## config.mk

```make
export PLATFORM = sky130hd
export DESIGN_NAME = gic_init_cfg
export DESIGN_NICKNAME = d
export VERILOG_FILES = /design/src/design/gic_pkg.sv /design/src/design/gic_init_cfg.sv
export VERILOG_INCLUDE_DIRS = /design/src /design/src/design
export SDC_FILE = /design/constraint.sdc
export NUM_CORES = 1
export LEC_CHECK = 0
export BUFFER_PORTS_ARGS = -buffer_cell sky130_fd_sc_hd__buf_2
export CORE_MARGIN = 10
export CORE_UTILIZATION = 53
export DETAILED_ROUTE_END_ITERATION = 8
export PLACE_DENSITY_LB_ADDON = 0.12
export SYNTH_ARGS = -nofsm -noshare
export SYNTH_HDL_FRONTEND = slang
export SYNTH_SLANG_ARGS = --single-unit
```

## constraint.sdc

```tcl
create_clock -name i_clk_sys -period 2 [get_ports i_clk_sys]
set_input_delay 0.2 -clock i_clk_sys [delete_from_list [all_inputs] [get_ports i_clk_sys]]
set_output_delay 0.2 -clock i_clk_sys [all_outputs]
set_load 0.03 [all_outputs]
```

## src/design/gic_params.svh

```systemverilog
// register offsets, field positions and reset values of the init and reset configuration bank
`ifndef GIC_PARAMS_SVH
`define GIC_PARAMS_SVH
`define GIC_OFF_DEV_CTL        16'h0000
`define GIC_OFF_DEV_STATUS     16'h0008
`define GIC_OFF_GLOBAL_RST     16'h0010
`define GIC_OFF_MASK_READ      16'h00D0
`define GIC_OFF_MASK_SET       16'h00D4
`define GIC_OFF_MASK_CLEAR     16'h00D8
`define GIC_OFF_RXO_COUNT      16'h4124
`define GIC_DEV_CTL_RESET      32'h0010_0800
`define GIC_CTL_DUPLEX_BIT     0
`define GIC_CTL_LINK_HOLD_BIT  3
`define GIC_CTL_INV_LOS_BIT    7
`define GIC_CTL_SPD_LSB        8
`define GIC_CTL_FRCSPD_BIT     11
`define GIC_CTL_FRCDPX_BIT     12
`define GIC_ST_DUPLEX_BIT      0
`define GIC_ST_TEN_BIT_BIT     5
`define GIC_ST_SPD_LSB         6
`define GIC_ST_READY_BIT       9
`define GIC_ST_AN_BIT          10
`define GIC_MASK_RESET         32'h0000_0000
`define GIC_COUNT_RESET        32'h0000_0000
`define GIC_GRST_KEY_BIT       0
`endif

```

## src/design/gic_pkg.sv

```systemverilog
// types shared by the init and reset configuration bank
package gic_pkg;
	// register port request
	typedef struct packed {
		logic [15:0] addr;
		logic [31:0] wdata;
		logic        wr;
		logic        rd;
	} gic_req_type;
	// nonvolatile straps caught after reset
	typedef struct packed {
		logic        an_at_reset;
		logic        link_hold_override;
		logic        link_hold_value;
		logic        duplex_override;
		logic        duplex_value;
	} gic_nvm_type;
	// link control phase
	typedef enum logic [2:0] {
		GIC_ST_IDLE  = 3'b001,
		GIC_ST_INIT  = 3'b010,
		GIC_ST_READY = 3'b100
	} gic_state_type;
endpackage : gic_pkg

```

## src/design/gic_init_cfg.sv

```systemverilog
// init, global reset and configuration register bank of the ethernet controller
// Notes on behaviour
// - 32-bit overrun interrupt count, clears on read
// - not functional until driver finishes setup
// - auto-negotiation at reset only if nonvolatile enabled
// - mask clear write disables interrupt causes
// - mask set write enables matching causes
// - global reset returns to known state
// - status shows interface kind for software
// - auto-negotiated duplex set by hardware, shown
// - speed from phy, mac or forced; no mac speed detection here, phy or forced only
// - ten-bit link reset defaults one; falling starts
// - control resets to default except nonvolatile overrides
//
// Local design decision: the plain strobed port.
`timescale 1ns/1ps
`include "gic_params.svh"
module gic_init_cfg (
	input  wire logic                 i_clk_sys,
	input  wire logic                 i_srst,
	input  wire gic_pkg::gic_req_type i_req,
	output logic [31:0]               o_rdata,
	input  wire gic_pkg::gic_nvm_type i_nvm,
	input  wire logic                 i_ten_bit_interface,
	input  wire logic                 i_phy_full_duplex,
	input  wire logic [1:0]           i_phy_speed,
	input  wire logic                 i_phy_an_done,
	input  wire logic                 i_rx_overrun_irq,
	output logic [31:0]               o_int_mask,
	output logic                      o_an_start,
	output logic                      o_dev_ready,
	output logic                      o_full_duplex,
	output logic [1:0]                o_link_speed
);
	import gic_pkg::*;

	logic          grst_ff;
	logic [31:0]   ctl_ff;
	logic [31:0]   mask_ff;
	logic [31:0]   cnt_ff;
	logic [31:0]   rdata_ff;
	logic          an_ff;
	logic          started_ff;
	logic          hold_prev_ff;
	logic          duplex_ff;
	logic [1:0]    spd_ff;
	logic          ten_s1_ff;
	logic          ten_ff;
	logic [3:0]    phy_s1_ff;
	logic [3:0]    phy_ff;
	logic          ovr_s1_ff;
	logic          ovr_ff;
	logic          ovr_prev_ff;
	gic_state_type state_ff;
	gic_state_type nxt_state;
	logic          wr_ctl;
	logic          rd_cnt;
	logic          ovr_evt;
	logic          soft_rst;
	logic          any_rst;
	logic [31:0]   ctl_dflt;
	logic [31:0]   status;

	// two-stage synchronisers for pin inputs
	// only the second stage is ever read, so a metastable first stage never reaches logic
	// pin levels are slow straps and status, so a plain two-flop chain per bit is enough
	always_ff @(posedge i_clk_sys) begin
		ten_s1_ff <= i_ten_bit_interface;
		ten_ff    <= ten_s1_ff;
		phy_s1_ff <= {i_phy_an_done, i_phy_full_duplex, i_phy_speed};
		phy_ff    <= phy_s1_ff;
		ovr_s1_ff <= i_rx_overrun_irq;
		ovr_ff    <= ovr_s1_ff;
	end

	// decode
	assign wr_ctl   = i_req.wr && (i_req.addr == `GIC_OFF_DEV_CTL);
	assign rd_cnt   = i_req.rd && (i_req.addr == `GIC_OFF_RXO_COUNT);
	assign soft_rst = i_req.wr && (i_req.addr == `GIC_OFF_GLOBAL_RST) && i_req.wdata[`GIC_GRST_KEY_BIT];
	assign any_rst  = i_srst || grst_ff;
	assign ovr_evt  = ovr_ff && !ovr_prev_ff;

	// control default with nonvolatile overrides
	always_comb begin
		ctl_dflt = `GIC_DEV_CTL_RESET;
		ctl_dflt[`GIC_CTL_LINK_HOLD_BIT] = i_nvm.link_hold_override ? i_nvm.link_hold_value : 1'b1;
		if (i_nvm.duplex_override) begin
			ctl_dflt[`GIC_CTL_DUPLEX_BIT] = i_nvm.duplex_value;
		end
	end

	// global reset pulse, held one cycle so writes in it are dropped
	always_ff @(posedge i_clk_sys) begin
		if (i_srst) begin
			grst_ff <= 1'b0;
		end else begin
			grst_ff <= soft_rst;
		end
	end

	// device control register
	always_ff @(posedge i_clk_sys) begin
		if (any_rst) begin
			ctl_ff <= `GIC_DEV_CTL_RESET;
		end else if (!started_ff) begin
			ctl_ff <= ctl_dflt;
		end else if (wr_ctl) begin
			ctl_ff <= i_req.wdata;
		end
	end

	// interrupt mask
	always_ff @(posedge i_clk_sys) begin
		if (any_rst) begin
			mask_ff <= `GIC_MASK_RESET;
		end else if (i_req.wr && i_req.addr == `GIC_OFF_MASK_CLEAR) begin
			mask_ff <= mask_ff & ~i_req.wdata;
		end else if (i_req.wr && i_req.addr == `GIC_OFF_MASK_SET) begin
			mask_ff <= mask_ff | i_req.wdata;
		end
	end

	// overrun counter, clear on read, event in the read cycle counts as one
	always_ff @(posedge i_clk_sys) begin
		ovr_prev_ff <= i_srst ? 1'b0 : ovr_ff;
		if (any_rst) begin
			cnt_ff <= `GIC_COUNT_RESET;
		end else if (rd_cnt) begin
			cnt_ff <= {31'h0, ovr_evt};
		end else if (ovr_evt) begin
			cnt_ff <= cnt_ff + 32'h1;
		end
	end

	// first cycle after reset loads straps; track link reset edge
	always_ff @(posedge i_clk_sys) begin
		if (any_rst) begin
			started_ff   <= 1'b0;
			hold_prev_ff <= 1'b1; // matches the held default, so no false release edge
		end else begin
			started_ff   <= 1'b1;
			hold_prev_ff <= ctl_ff[`GIC_CTL_LINK_HOLD_BIT];
		end
	end

	// auto-negotiation start pulse
	always_ff @(posedge i_clk_sys) begin
		if (any_rst) begin
			an_ff <= 1'b0;
		end else if (!started_ff) begin
			an_ff <= i_nvm.an_at_reset && !(ten_ff && ctl_dflt[`GIC_CTL_LINK_HOLD_BIT]);
		end else begin
			an_ff <= ten_ff && hold_prev_ff && !ctl_ff[`GIC_CTL_LINK_HOLD_BIT];
		end
	end

	// readiness phase: idle for the first two cycles after reset, then init until software writes control
	always_comb begin
		case (state_ff)
			GIC_ST_IDLE:  nxt_state = started_ff ? GIC_ST_INIT : GIC_ST_IDLE;
			GIC_ST_INIT:  nxt_state = wr_ctl ? GIC_ST_READY : GIC_ST_INIT;
			GIC_ST_READY: nxt_state = GIC_ST_READY;
			default:      nxt_state = GIC_ST_IDLE;
		endcase
	end

	always_ff @(posedge i_clk_sys) begin
		if (any_rst) begin
			state_ff <= GIC_ST_IDLE;
		end else begin
			state_ff <= nxt_state;
		end
	end

	// resolved duplex and speed
	// speed keeps its last resolved value while negotiation is not done and nothing is forced
	always_ff @(posedge i_clk_sys) begin
		if (any_rst) begin
			duplex_ff <= 1'b0;
			spd_ff    <= 2'h0;
		end else begin
			if (ctl_ff[`GIC_CTL_FRCDPX_BIT] || !phy_ff[3]) begin
				duplex_ff <= ctl_ff[`GIC_CTL_DUPLEX_BIT];
			end else begin
				duplex_ff <= phy_ff[2];
			end
			if (ctl_ff[`GIC_CTL_FRCSPD_BIT]) begin
				spd_ff <= ctl_ff[`GIC_CTL_SPD_LSB +: 2];
			end else if (phy_ff[3]) begin
				spd_ff <= phy_ff[1:0];
			end
		end
	end

	// status word
	always_comb begin
		status = 32'h0;
		status[`GIC_ST_DUPLEX_BIT]      = duplex_ff;
		status[`GIC_ST_TEN_BIT_BIT]     = ten_ff;
		status[`GIC_ST_SPD_LSB +: 2]    = spd_ff;
		status[`GIC_ST_READY_BIT]       = (state_ff == GIC_ST_READY);
		status[`GIC_ST_AN_BIT]          = phy_ff[3];
	end

	// read data one cycle after strobe
	always_ff @(posedge i_clk_sys) begin
		if (i_srst) begin
			rdata_ff <= 32'h0;
		end else if (i_req.rd) begin
			case (i_req.addr)
				`GIC_OFF_DEV_CTL:    rdata_ff <= ctl_ff;
				`GIC_OFF_DEV_STATUS: rdata_ff <= status;
				`GIC_OFF_MASK_READ:  rdata_ff <= mask_ff;
				`GIC_OFF_RXO_COUNT:  rdata_ff <= cnt_ff;
				default:             rdata_ff <= 32'h0;
			endcase
		end else begin
			rdata_ff <= 32'h0;
		end
	end

	assign o_rdata       = rdata_ff;
	assign o_int_mask    = mask_ff;
	assign o_an_start    = an_ff;
	assign o_dev_ready   = (state_ff == GIC_ST_READY);
	assign o_full_duplex = duplex_ff;
	assign o_link_speed  = spd_ff;

	// checks: each guards one rule of the list at the head of this file, except a_rdata_idle, which guards the strobed port

	// a mask clear write leaves none of its bits enabled
	a_mask_clear: assert property (@(posedge i_clk_sys) disable iff (i_srst)
		(i_req.wr && i_req.addr == `GIC_OFF_MASK_CLEAR && !any_rst) |=> ((mask_ff & $past(i_req.wdata)) == 32'h0))
		else $error("mask clear left bits set");

	// a mask set write enables all of its bits
	a_mask_set: assert property (@(posedge i_clk_sys) disable iff (i_srst)
		(i_req.wr && i_req.addr == `GIC_OFF_MASK_SET && !any_rst) |=> ((mask_ff & $past(i_req.wdata)) == $past(i_req.wdata)))
		else $error("mask set missed bits");

	// without a write the mask does not move
	a_mask_hold: assert property (@(posedge i_clk_sys) disable iff (i_srst)
		(!i_req.wr && !any_rst) |=> $stable(o_int_mask))
		else $error("mask moved without write");

	// a counter read leaves zero, or one when an event falls in the read cycle
	a_count_clear: assert property (@(posedge i_clk_sys) disable iff (i_srst)
		(rd_cnt && !any_rst) |=> (cnt_ff <= 32'h1))
		else $error("counter not cleared on read");

	// each overrun edge adds exactly one
	a_count_inc: assert property (@(posedge i_clk_sys) disable iff (i_srst)
		(ovr_evt && !rd_cnt && !any_rst) |=> (cnt_ff == $past(cnt_ff) + 32'h1))
		else $error("overrun not counted");

	// no event and no read keeps the count
	a_count_hold: assert property (@(posedge i_clk_sys) disable iff (i_srst)
		(!ovr_evt && !rd_cnt && !any_rst) |=> $stable(cnt_ff))
		else $error("counter moved without event");

	// the read returns the count as it stood before the clear
	a_count_read: assert property (@(posedge i_clk_sys) disable iff (i_srst)
		rd_cnt |=> (o_rdata == $past(cnt_ff)))
		else $error("counter read data wrong");

	// read data are zero outside the cycle after a read
	a_rdata_idle: assert property (@(posedge i_clk_sys) disable iff (i_srst)
		!i_req.rd |=> (o_rdata == 32'h0))
		else $error("read data without read");

	// global reset brings masks, counter and readiness back
	a_grst_known: assert property (@(posedge i_clk_sys) disable iff (i_srst)
		soft_rst |=> ##1 (mask_ff == 32'h0 && cnt_ff == 32'h0 && !o_dev_ready))
		else $error("global reset left state");

	// the internal reset cycle reloads the control register
	a_grst_ctl: assert property (@(posedge i_clk_sys) disable iff (i_srst)
		grst_ff |=> (ctl_ff == `GIC_DEV_CTL_RESET))
		else $error("global reset left control");

	// the internal reset cycle restarts the setup phase
	a_grst_state: assert property (@(posedge i_clk_sys) disable iff (i_srst)
		grst_ff |=> (state_ff == GIC_ST_IDLE && !started_ff))
		else $error("global reset left phase");

	// the first cycle after reset takes the default with overrides
	a_ctl_default: assert property (@(posedge i_clk_sys) disable iff (i_srst)
		(!started_ff && !any_rst) |=> (ctl_ff == $past(ctl_dflt)))
		else $error("control default not loaded");

	// a control write lands once setup is open
	a_ctl_write: assert property (@(posedge i_clk_sys) disable iff (i_srst)
		(started_ff && !any_rst && wr_ctl) |=> (ctl_ff == $past(i_req.wdata)))
		else $error("control write lost");

	// not ready until software writes control
	a_not_ready: assert property (@(posedge i_clk_sys) disable iff (i_srst)
		(!o_dev_ready && !wr_ctl) |=> !o_dev_ready)
		else $error("ready without setup");

	// the setup write makes the device ready
	a_ready_rise: assert property (@(posedge i_clk_sys) disable iff (i_srst)
		(state_ff == GIC_ST_INIT && wr_ctl && !any_rst) |=> o_dev_ready)
		else $error("setup write ignored");

	// ready stays until a reset
	a_ready_hold: assert property (@(posedge i_clk_sys) disable iff (i_srst)
		(o_dev_ready && !any_rst) |=> o_dev_ready)
		else $error("ready dropped");

	// no negotiation at reset unless the straps enable it
	a_an_gate: assert property (@(posedge i_clk_sys) disable iff (i_srst)
		(!started_ff && !any_rst && !i_nvm.an_at_reset) |=> !o_an_start)
		else $error("negotiation without enable");

	// releasing the link hold in ten-bit mode starts negotiation
	a_hold_release: assert property (@(posedge i_clk_sys) disable iff (i_srst)
		(started_ff && !any_rst && ten_ff && hold_prev_ff && !ctl_ff[`GIC_CTL_LINK_HOLD_BIT]) |=> o_an_start)
		else $error("link reset release ignored");

	// forced speed is what the status shows
	a_speed_forced: assert property (@(posedge i_clk_sys) disable iff (i_srst)
		(ctl_ff[`GIC_CTL_FRCSPD_BIT] && !any_rst) |=> (o_link_speed == $past(ctl_ff[`GIC_CTL_SPD_LSB +: 2])))
		else $error("forced speed not shown");

	// negotiated speed follows the phy when nothing is forced
	a_speed_auto: assert property (@(posedge i_clk_sys) disable iff (i_srst)
		(!ctl_ff[`GIC_CTL_FRCSPD_BIT] && phy_ff[3] && !any_rst) |=> (o_link_speed == $past(phy_ff[1:0])))
		else $error("negotiated speed not shown");

	// negotiated duplex follows the phy when nothing is forced
	a_duplex_auto: assert property (@(posedge i_clk_sys) disable iff (i_srst)
		(!ctl_ff[`GIC_CTL_FRCDPX_BIT] && phy_ff[3] && !any_rst) |=> (o_full_duplex == $past(phy_ff[2])))
		else $error("negotiated duplex not shown");

	// main scenarios
	c_ready: cover property (@(posedge i_clk_sys) $rose(o_dev_ready));
	c_an: cover property (@(posedge i_clk_sys) o_an_start);
	c_rc: cover property (@(posedge i_clk_sys) rd_cnt && cnt_ff != 32'h0);
	c_grst: cover property (@(posedge i_clk_sys) soft_rst);
	c_forced: cover property (@(posedge i_clk_sys) ctl_ff[`GIC_CTL_FRCSPD_BIT] && ctl_ff[`GIC_CTL_FRCDPX_BIT]);
endmodule : gic_init_cfg

```

* Yosys cells after proc, flatten, opt, wreduce, memory -nomap -nowiden *
Index checks and enable logic that the tools add are counted.

storage, ports and cells
  bits in registers = 151
  output and inout bits = 69

cells by class
  reductions and logical operators = 24
  mux-type cells = 17
  $add $sub $neg = 1
  bitwise logic cells = 5
  equality and inequality tests = 10

operators with widths
  kind                                                   count
  case mux 32 bit (4 select lines)                       1
  2-to-1 mux 32 bit                                      2
  equality test 16 x 8 -> 1 bit, second input constant   3
  adder 32 x 1 -> 32 bit, second input constant          1
  bitwise AND 32 bit                                     1
  NOT 32 bit                                             1
  bitwise OR 32 bit                                      1
  equality test 16 x 15 -> 1 bit, second input constant  1
  equality test 16 x 4 -> 1 bit, second input constant   1
  equality test 16 x 5 -> 1 bit, second input constant   1
  zero test 16 bit                                       1
  logical AND 1 bit                                      11
  case mux 3 bit (3 select lines)                        1
  2-to-1 mux 4 bit                                       2
  2-to-1 mux 1 bit                                       7
  2-to-1 mux 2 bit                                       3
  nonzero test 2 bit                                     3
  OR reduction 2 bit                                     3
  zero test 1 bit                                        4
  equality test 3 x 1 -> 1 bit, second input constant    1
  equality test 3 x 2 -> 1 bit, second input constant    1
  equality test 3 bit, second input constant             1
  2-to-1 mux 3 bit                                       1
  logical OR 1 bit                                       2
  2 further kinds                                        3

* Logic depth before layout (Yosys ltp) *
  depth after elaboration = 5
  mapped depth = 7
  mapped depth without buffers = 6

* Least setup slack after synthesis *
Ideal clock, no wire load.

  path type = reg-to-reg
  from = reg cnt_ff[1]
  to = reg cnt_ff[30]
  setup time = 128 ps
  setup slack = 191 ps
  stages on the path, launching flop included = 7
  arrival time = 1,681 ps
  clock period less this slack = 1,809 ps
  path through = dfxtp_1 > ha_1 > nand3b_1 > or4_1 > nor4_1 > xnor2_1 > nor2_1

on the way
  word-level cells in the longest chain between the ends = 1

ends and longest elaborated chain
  item                      line                 RTL
  start: declaration        gic_init_cfg.sv:40   logic [31:0] cnt_ff;
  start signal: assignment  gic_init_cfg.sv:127  cnt_ff <= `GIC_COUNT_RESET;
  start signal: assignment  gic_init_cfg.sv:129  cnt_ff <= {31'h0, ovr_evt};
  start signal: assignment  gic_init_cfg.sv:131  cnt_ff <= cnt_ff + 32'h1;
  adder 32 x 1 -> 32 bit    gic_init_cfg.sv:131

No other way between the ends.
A chain may end at the register's enable or synchronous reset.

* Worst setup path in the final report *
  from = reg cnt_ff[17]
  to = reg cnt_ff[25]

Same word-level chain as after synthesis.

==> metrics.md <==
| Metric | Value |
|---|---|
| Clock slew at reported path FFs | 0.06 ns |
| Total vias in the final route | 5582 |
| Worst setup SP type | register |
| Largest area contributor in the netlist | dfxtp_1 |
| Critical-path cell list | and4_4, nand4_4, or4_4, or3_1, a21oi_1 |
| Max-Cap Viols | 0 |
| Initial antenna violation count | 0 |
| Share of Yosys cell area claimed by the top area cell type | 52.34% |
| Asr flop ratio synth | 0% |
| EDFF count, synth | 0 |
| Final Max Tran Viols | 0 |
| Main synth FF type | dfxtp_1 |
| Area contributors post-synth | dfxtp_1, a21oi_1, nand2_1 |
| DRT Pass-1 Iters | 8 |
| Clock Sinks | 151 |
| Slew @ Worst Pin | 0.5218 ns |
| Die Y | 124.4 um |
| Max FO, Critical Path | 5 |
| Maximum VDD drop | 0.0004455 V |
| Post-Place Cells | 895 |
| Seq/Total Area, Yosys | 52.34% |
| CTS Buffer Depth | 2 |
| Post-DR wirelength/cell | 18.10 um |
| Cell Rows | 38 |
| Power per cell area | 813.2 nW/um^2 |
| F_max | 0.5217 GHz |
| Nets | 882 |
| Die area | 15470 um^2 |
| First-pass GRT wire length | 28.82 mm |
| Setup repair bufs after CTS | 0 |
| Final-report hold violation count | 0 |
| Width of the die | 124.4 um |
| Post-synthesis cell area | 5776 um^2 |
| Outcome | completed |
| Antenna Nets Post-Route | 0 |
| Worst endpoint data arrival time | 2.37 ns |
| Antenna fix cells | 0 |
| Yosys reg bits | 151 |
| Static Leak | 2.988 nW |
| Tcrit/Tclk final | 95.85% |
| Crit-path leading delay family | simple AND/OR/NAND/NOR gates |
| Starting Density | 53.75% |
| DPL Wire Length | 12.26 mm |
| DR vias/cell | 5.749 |
| Total grt overflow | 0 |
| Largest net degree at the start of global routing | 33 |
| Synth cell count leaders | dfxtp_1, nand2_1, a21oi_1 |
| Final core utilization | 73.04% |
| Final setup viols | 0 |
| Initial DRC Count | 792 |
| Critical path buffers and inverters | 0 |
| Setup Skew | 0.007607 ns |
| GP Congestion | 0.8788 |
| IO Port Bufs | 131 |
| Vias in the first global route | 5721 |
| Final Instance Count excl. Fillers | 971 |
| Instance count of the mapped netlist | 628 |
| Worst-Skew Late Latency | 0.52 ns |
| Final wirelength | 17.57 mm |
| CTS tree | yes |
| Syn nets | 692 |
| Highest-delay cell along the critical path | or4_4 |
| Core area | 10750 um^2 |
| Share of layout cells above drive strength 1 | 26.47% |
| CP max stage delay | 0.56 ns |
| Fin crit period | 1.917 ns |
| Total GRT Usage | 22.11% |
| # fillers | 822 |
| DRC | 0 |
| Most instantiated library cell after synthesis | dfxtp_1 |
| Worst setup path category | reg2reg |
| Root Driver | clkbuf_8 |
| # IOs | 132 |
| Slew headroom | 65.17% |
| Yosys warning total | 0 |
| TritonCTS Buffers | 17 |
| Syn Area/Cell | 9.197 um^2 |
| CP required | 2.45 ns |
| # H-tree levels | 4 |
| Worst min-delay path category | in2reg |
| CP endpoint kind | register |
| P&R area growth vs syn | 35.90% |
| Library cells used by synthesis | 47 |
## cell type report
cell class / instances / area (um^2) / share of cell area, %
Clock buffer: 21 / 439.2 / 5.595
Clock inverter: 11 / 125.1 / 1.594
Inverter: 8 / 30.03 / 0.3826
Multi-Input combinational cell: 431 / 2615 / 33.32
Sequential cell: 151 / 3025 / 38.55
Tap cell: 140 / 175.2 / 2.232
Timing Repair Buffer: 209 / 1439 / 18.33
## layer usage
metal	share of wire (%)	GRT usage (%)	wire length, um	vias up
met1	41	26.01	7292	2635
met5	0	0	0	-
met3	7.9	6.340	1389	22
li1	-	-	-	2674
met4	1.3	7.402	234	0
met2	49	37.66	8657	251
## cell usage in the layout, fill, tap and decap left out, types with 3 or more instances in the layout
cell and instances:
clkbuf_1 3, mux2i_1 5, clkinv_4 3, a21oi_1 78, nor2_1 62, dlygate4sd3_1 44, nand4_1 12, nor3_1 9
nor2b_1 3, a222oi_1 32, and2_2 3, or3_1 7, o21ai_0 8, nand2b_1 5, xor2_1 10, and4_1 4
buf_12 7, buf_2 131, dfxtp_1 149, xnor2_1 15, nand2_1 90, nor3b_1 3, nor4_1 5, nand3b_1 5
clkinv_2 3, buf_4 27, a211oi_1 33, clkbuf_16 16, and3_1 3, inv_1 8, nand3_1 7
## through the flow
step / setup WS (ns) / hold WS [ns] / TNS (ns) / area, um^2 / power (mW)
3_5_place_dp: 0.07654 / 0.3036 / 0 / 6824 / 3.338
2_1_floorplan: 0.1910 / 0.2277 / 0 / 5776 / 3.202
4_1_cts: 0.04296 / 0.008119 / 0 / 7829 / 6.396
5_1_grt: -0.01026 / 0.02723 / -0.01026 / 7849 / 6.568
3_3_place_gp: 0.1307 / 0.3024 / 0 / 6824 / 3.330
6_report: 0.08305 / 0.02614 / 0 / 7849 / 6.383
## logic make-up after synthesis
logic type      synth area share [%]
xor+xnor                       3.791
fa+ha+maj                     0.2166
flops                          52.34
mux                           0.8666
compound gates                 18.20
simple gates                   21.27
buf+inv                        3.314
## final timing paths
path / startpoint / endpoint / slack (ns) / cells after the start
setup / recovery: cnt_ff[17]$_SDFFE_PP0P_ / cnt_ff[25]$_SDFFE_PP0P_ / 0.08 / 5
hold reg to reg: phy_s1_ff[2]$_DFF_P_ / phy_ff[2]$_DFF_P_ / 0.33 / 0
hold / removal: i_req[0] / cnt_ff[3]$_SDFFE_PP0P_ / 0.03 / 3
setup reg to reg: cnt_ff[17]$_SDFFE_PP0P_ / cnt_ff[25]$_SDFFE_PP0P_ / 0.08 / 5
## worst reg2reg max path, stage by stage, from the launching register on
cell,delay (ns)
dfxtp_1,0.42
and4_4,0.29
nand4_4,0.13
or4_4,0.56
or3_1,0.32
a21oi_1,0.13
## repair_timing
item | in CTS | in global routing
hold buffers | 44 | 0
hold endpoints to repair | 74 | 0
gates resized for setup | 0 | 5
endpoints found under the setup margin | 0 | 45
## power by group
part | total, mW | internal [mW] | switching, mW
combinational | 0.287 | 0.147 | 0.140
clock | 3.04 | 1.81 | 1.23
sequential | 3.06 | 3.04 | 0.0216
total | 6.38 | 4.99 | 1.39
(Power assumes the default switching activity.)
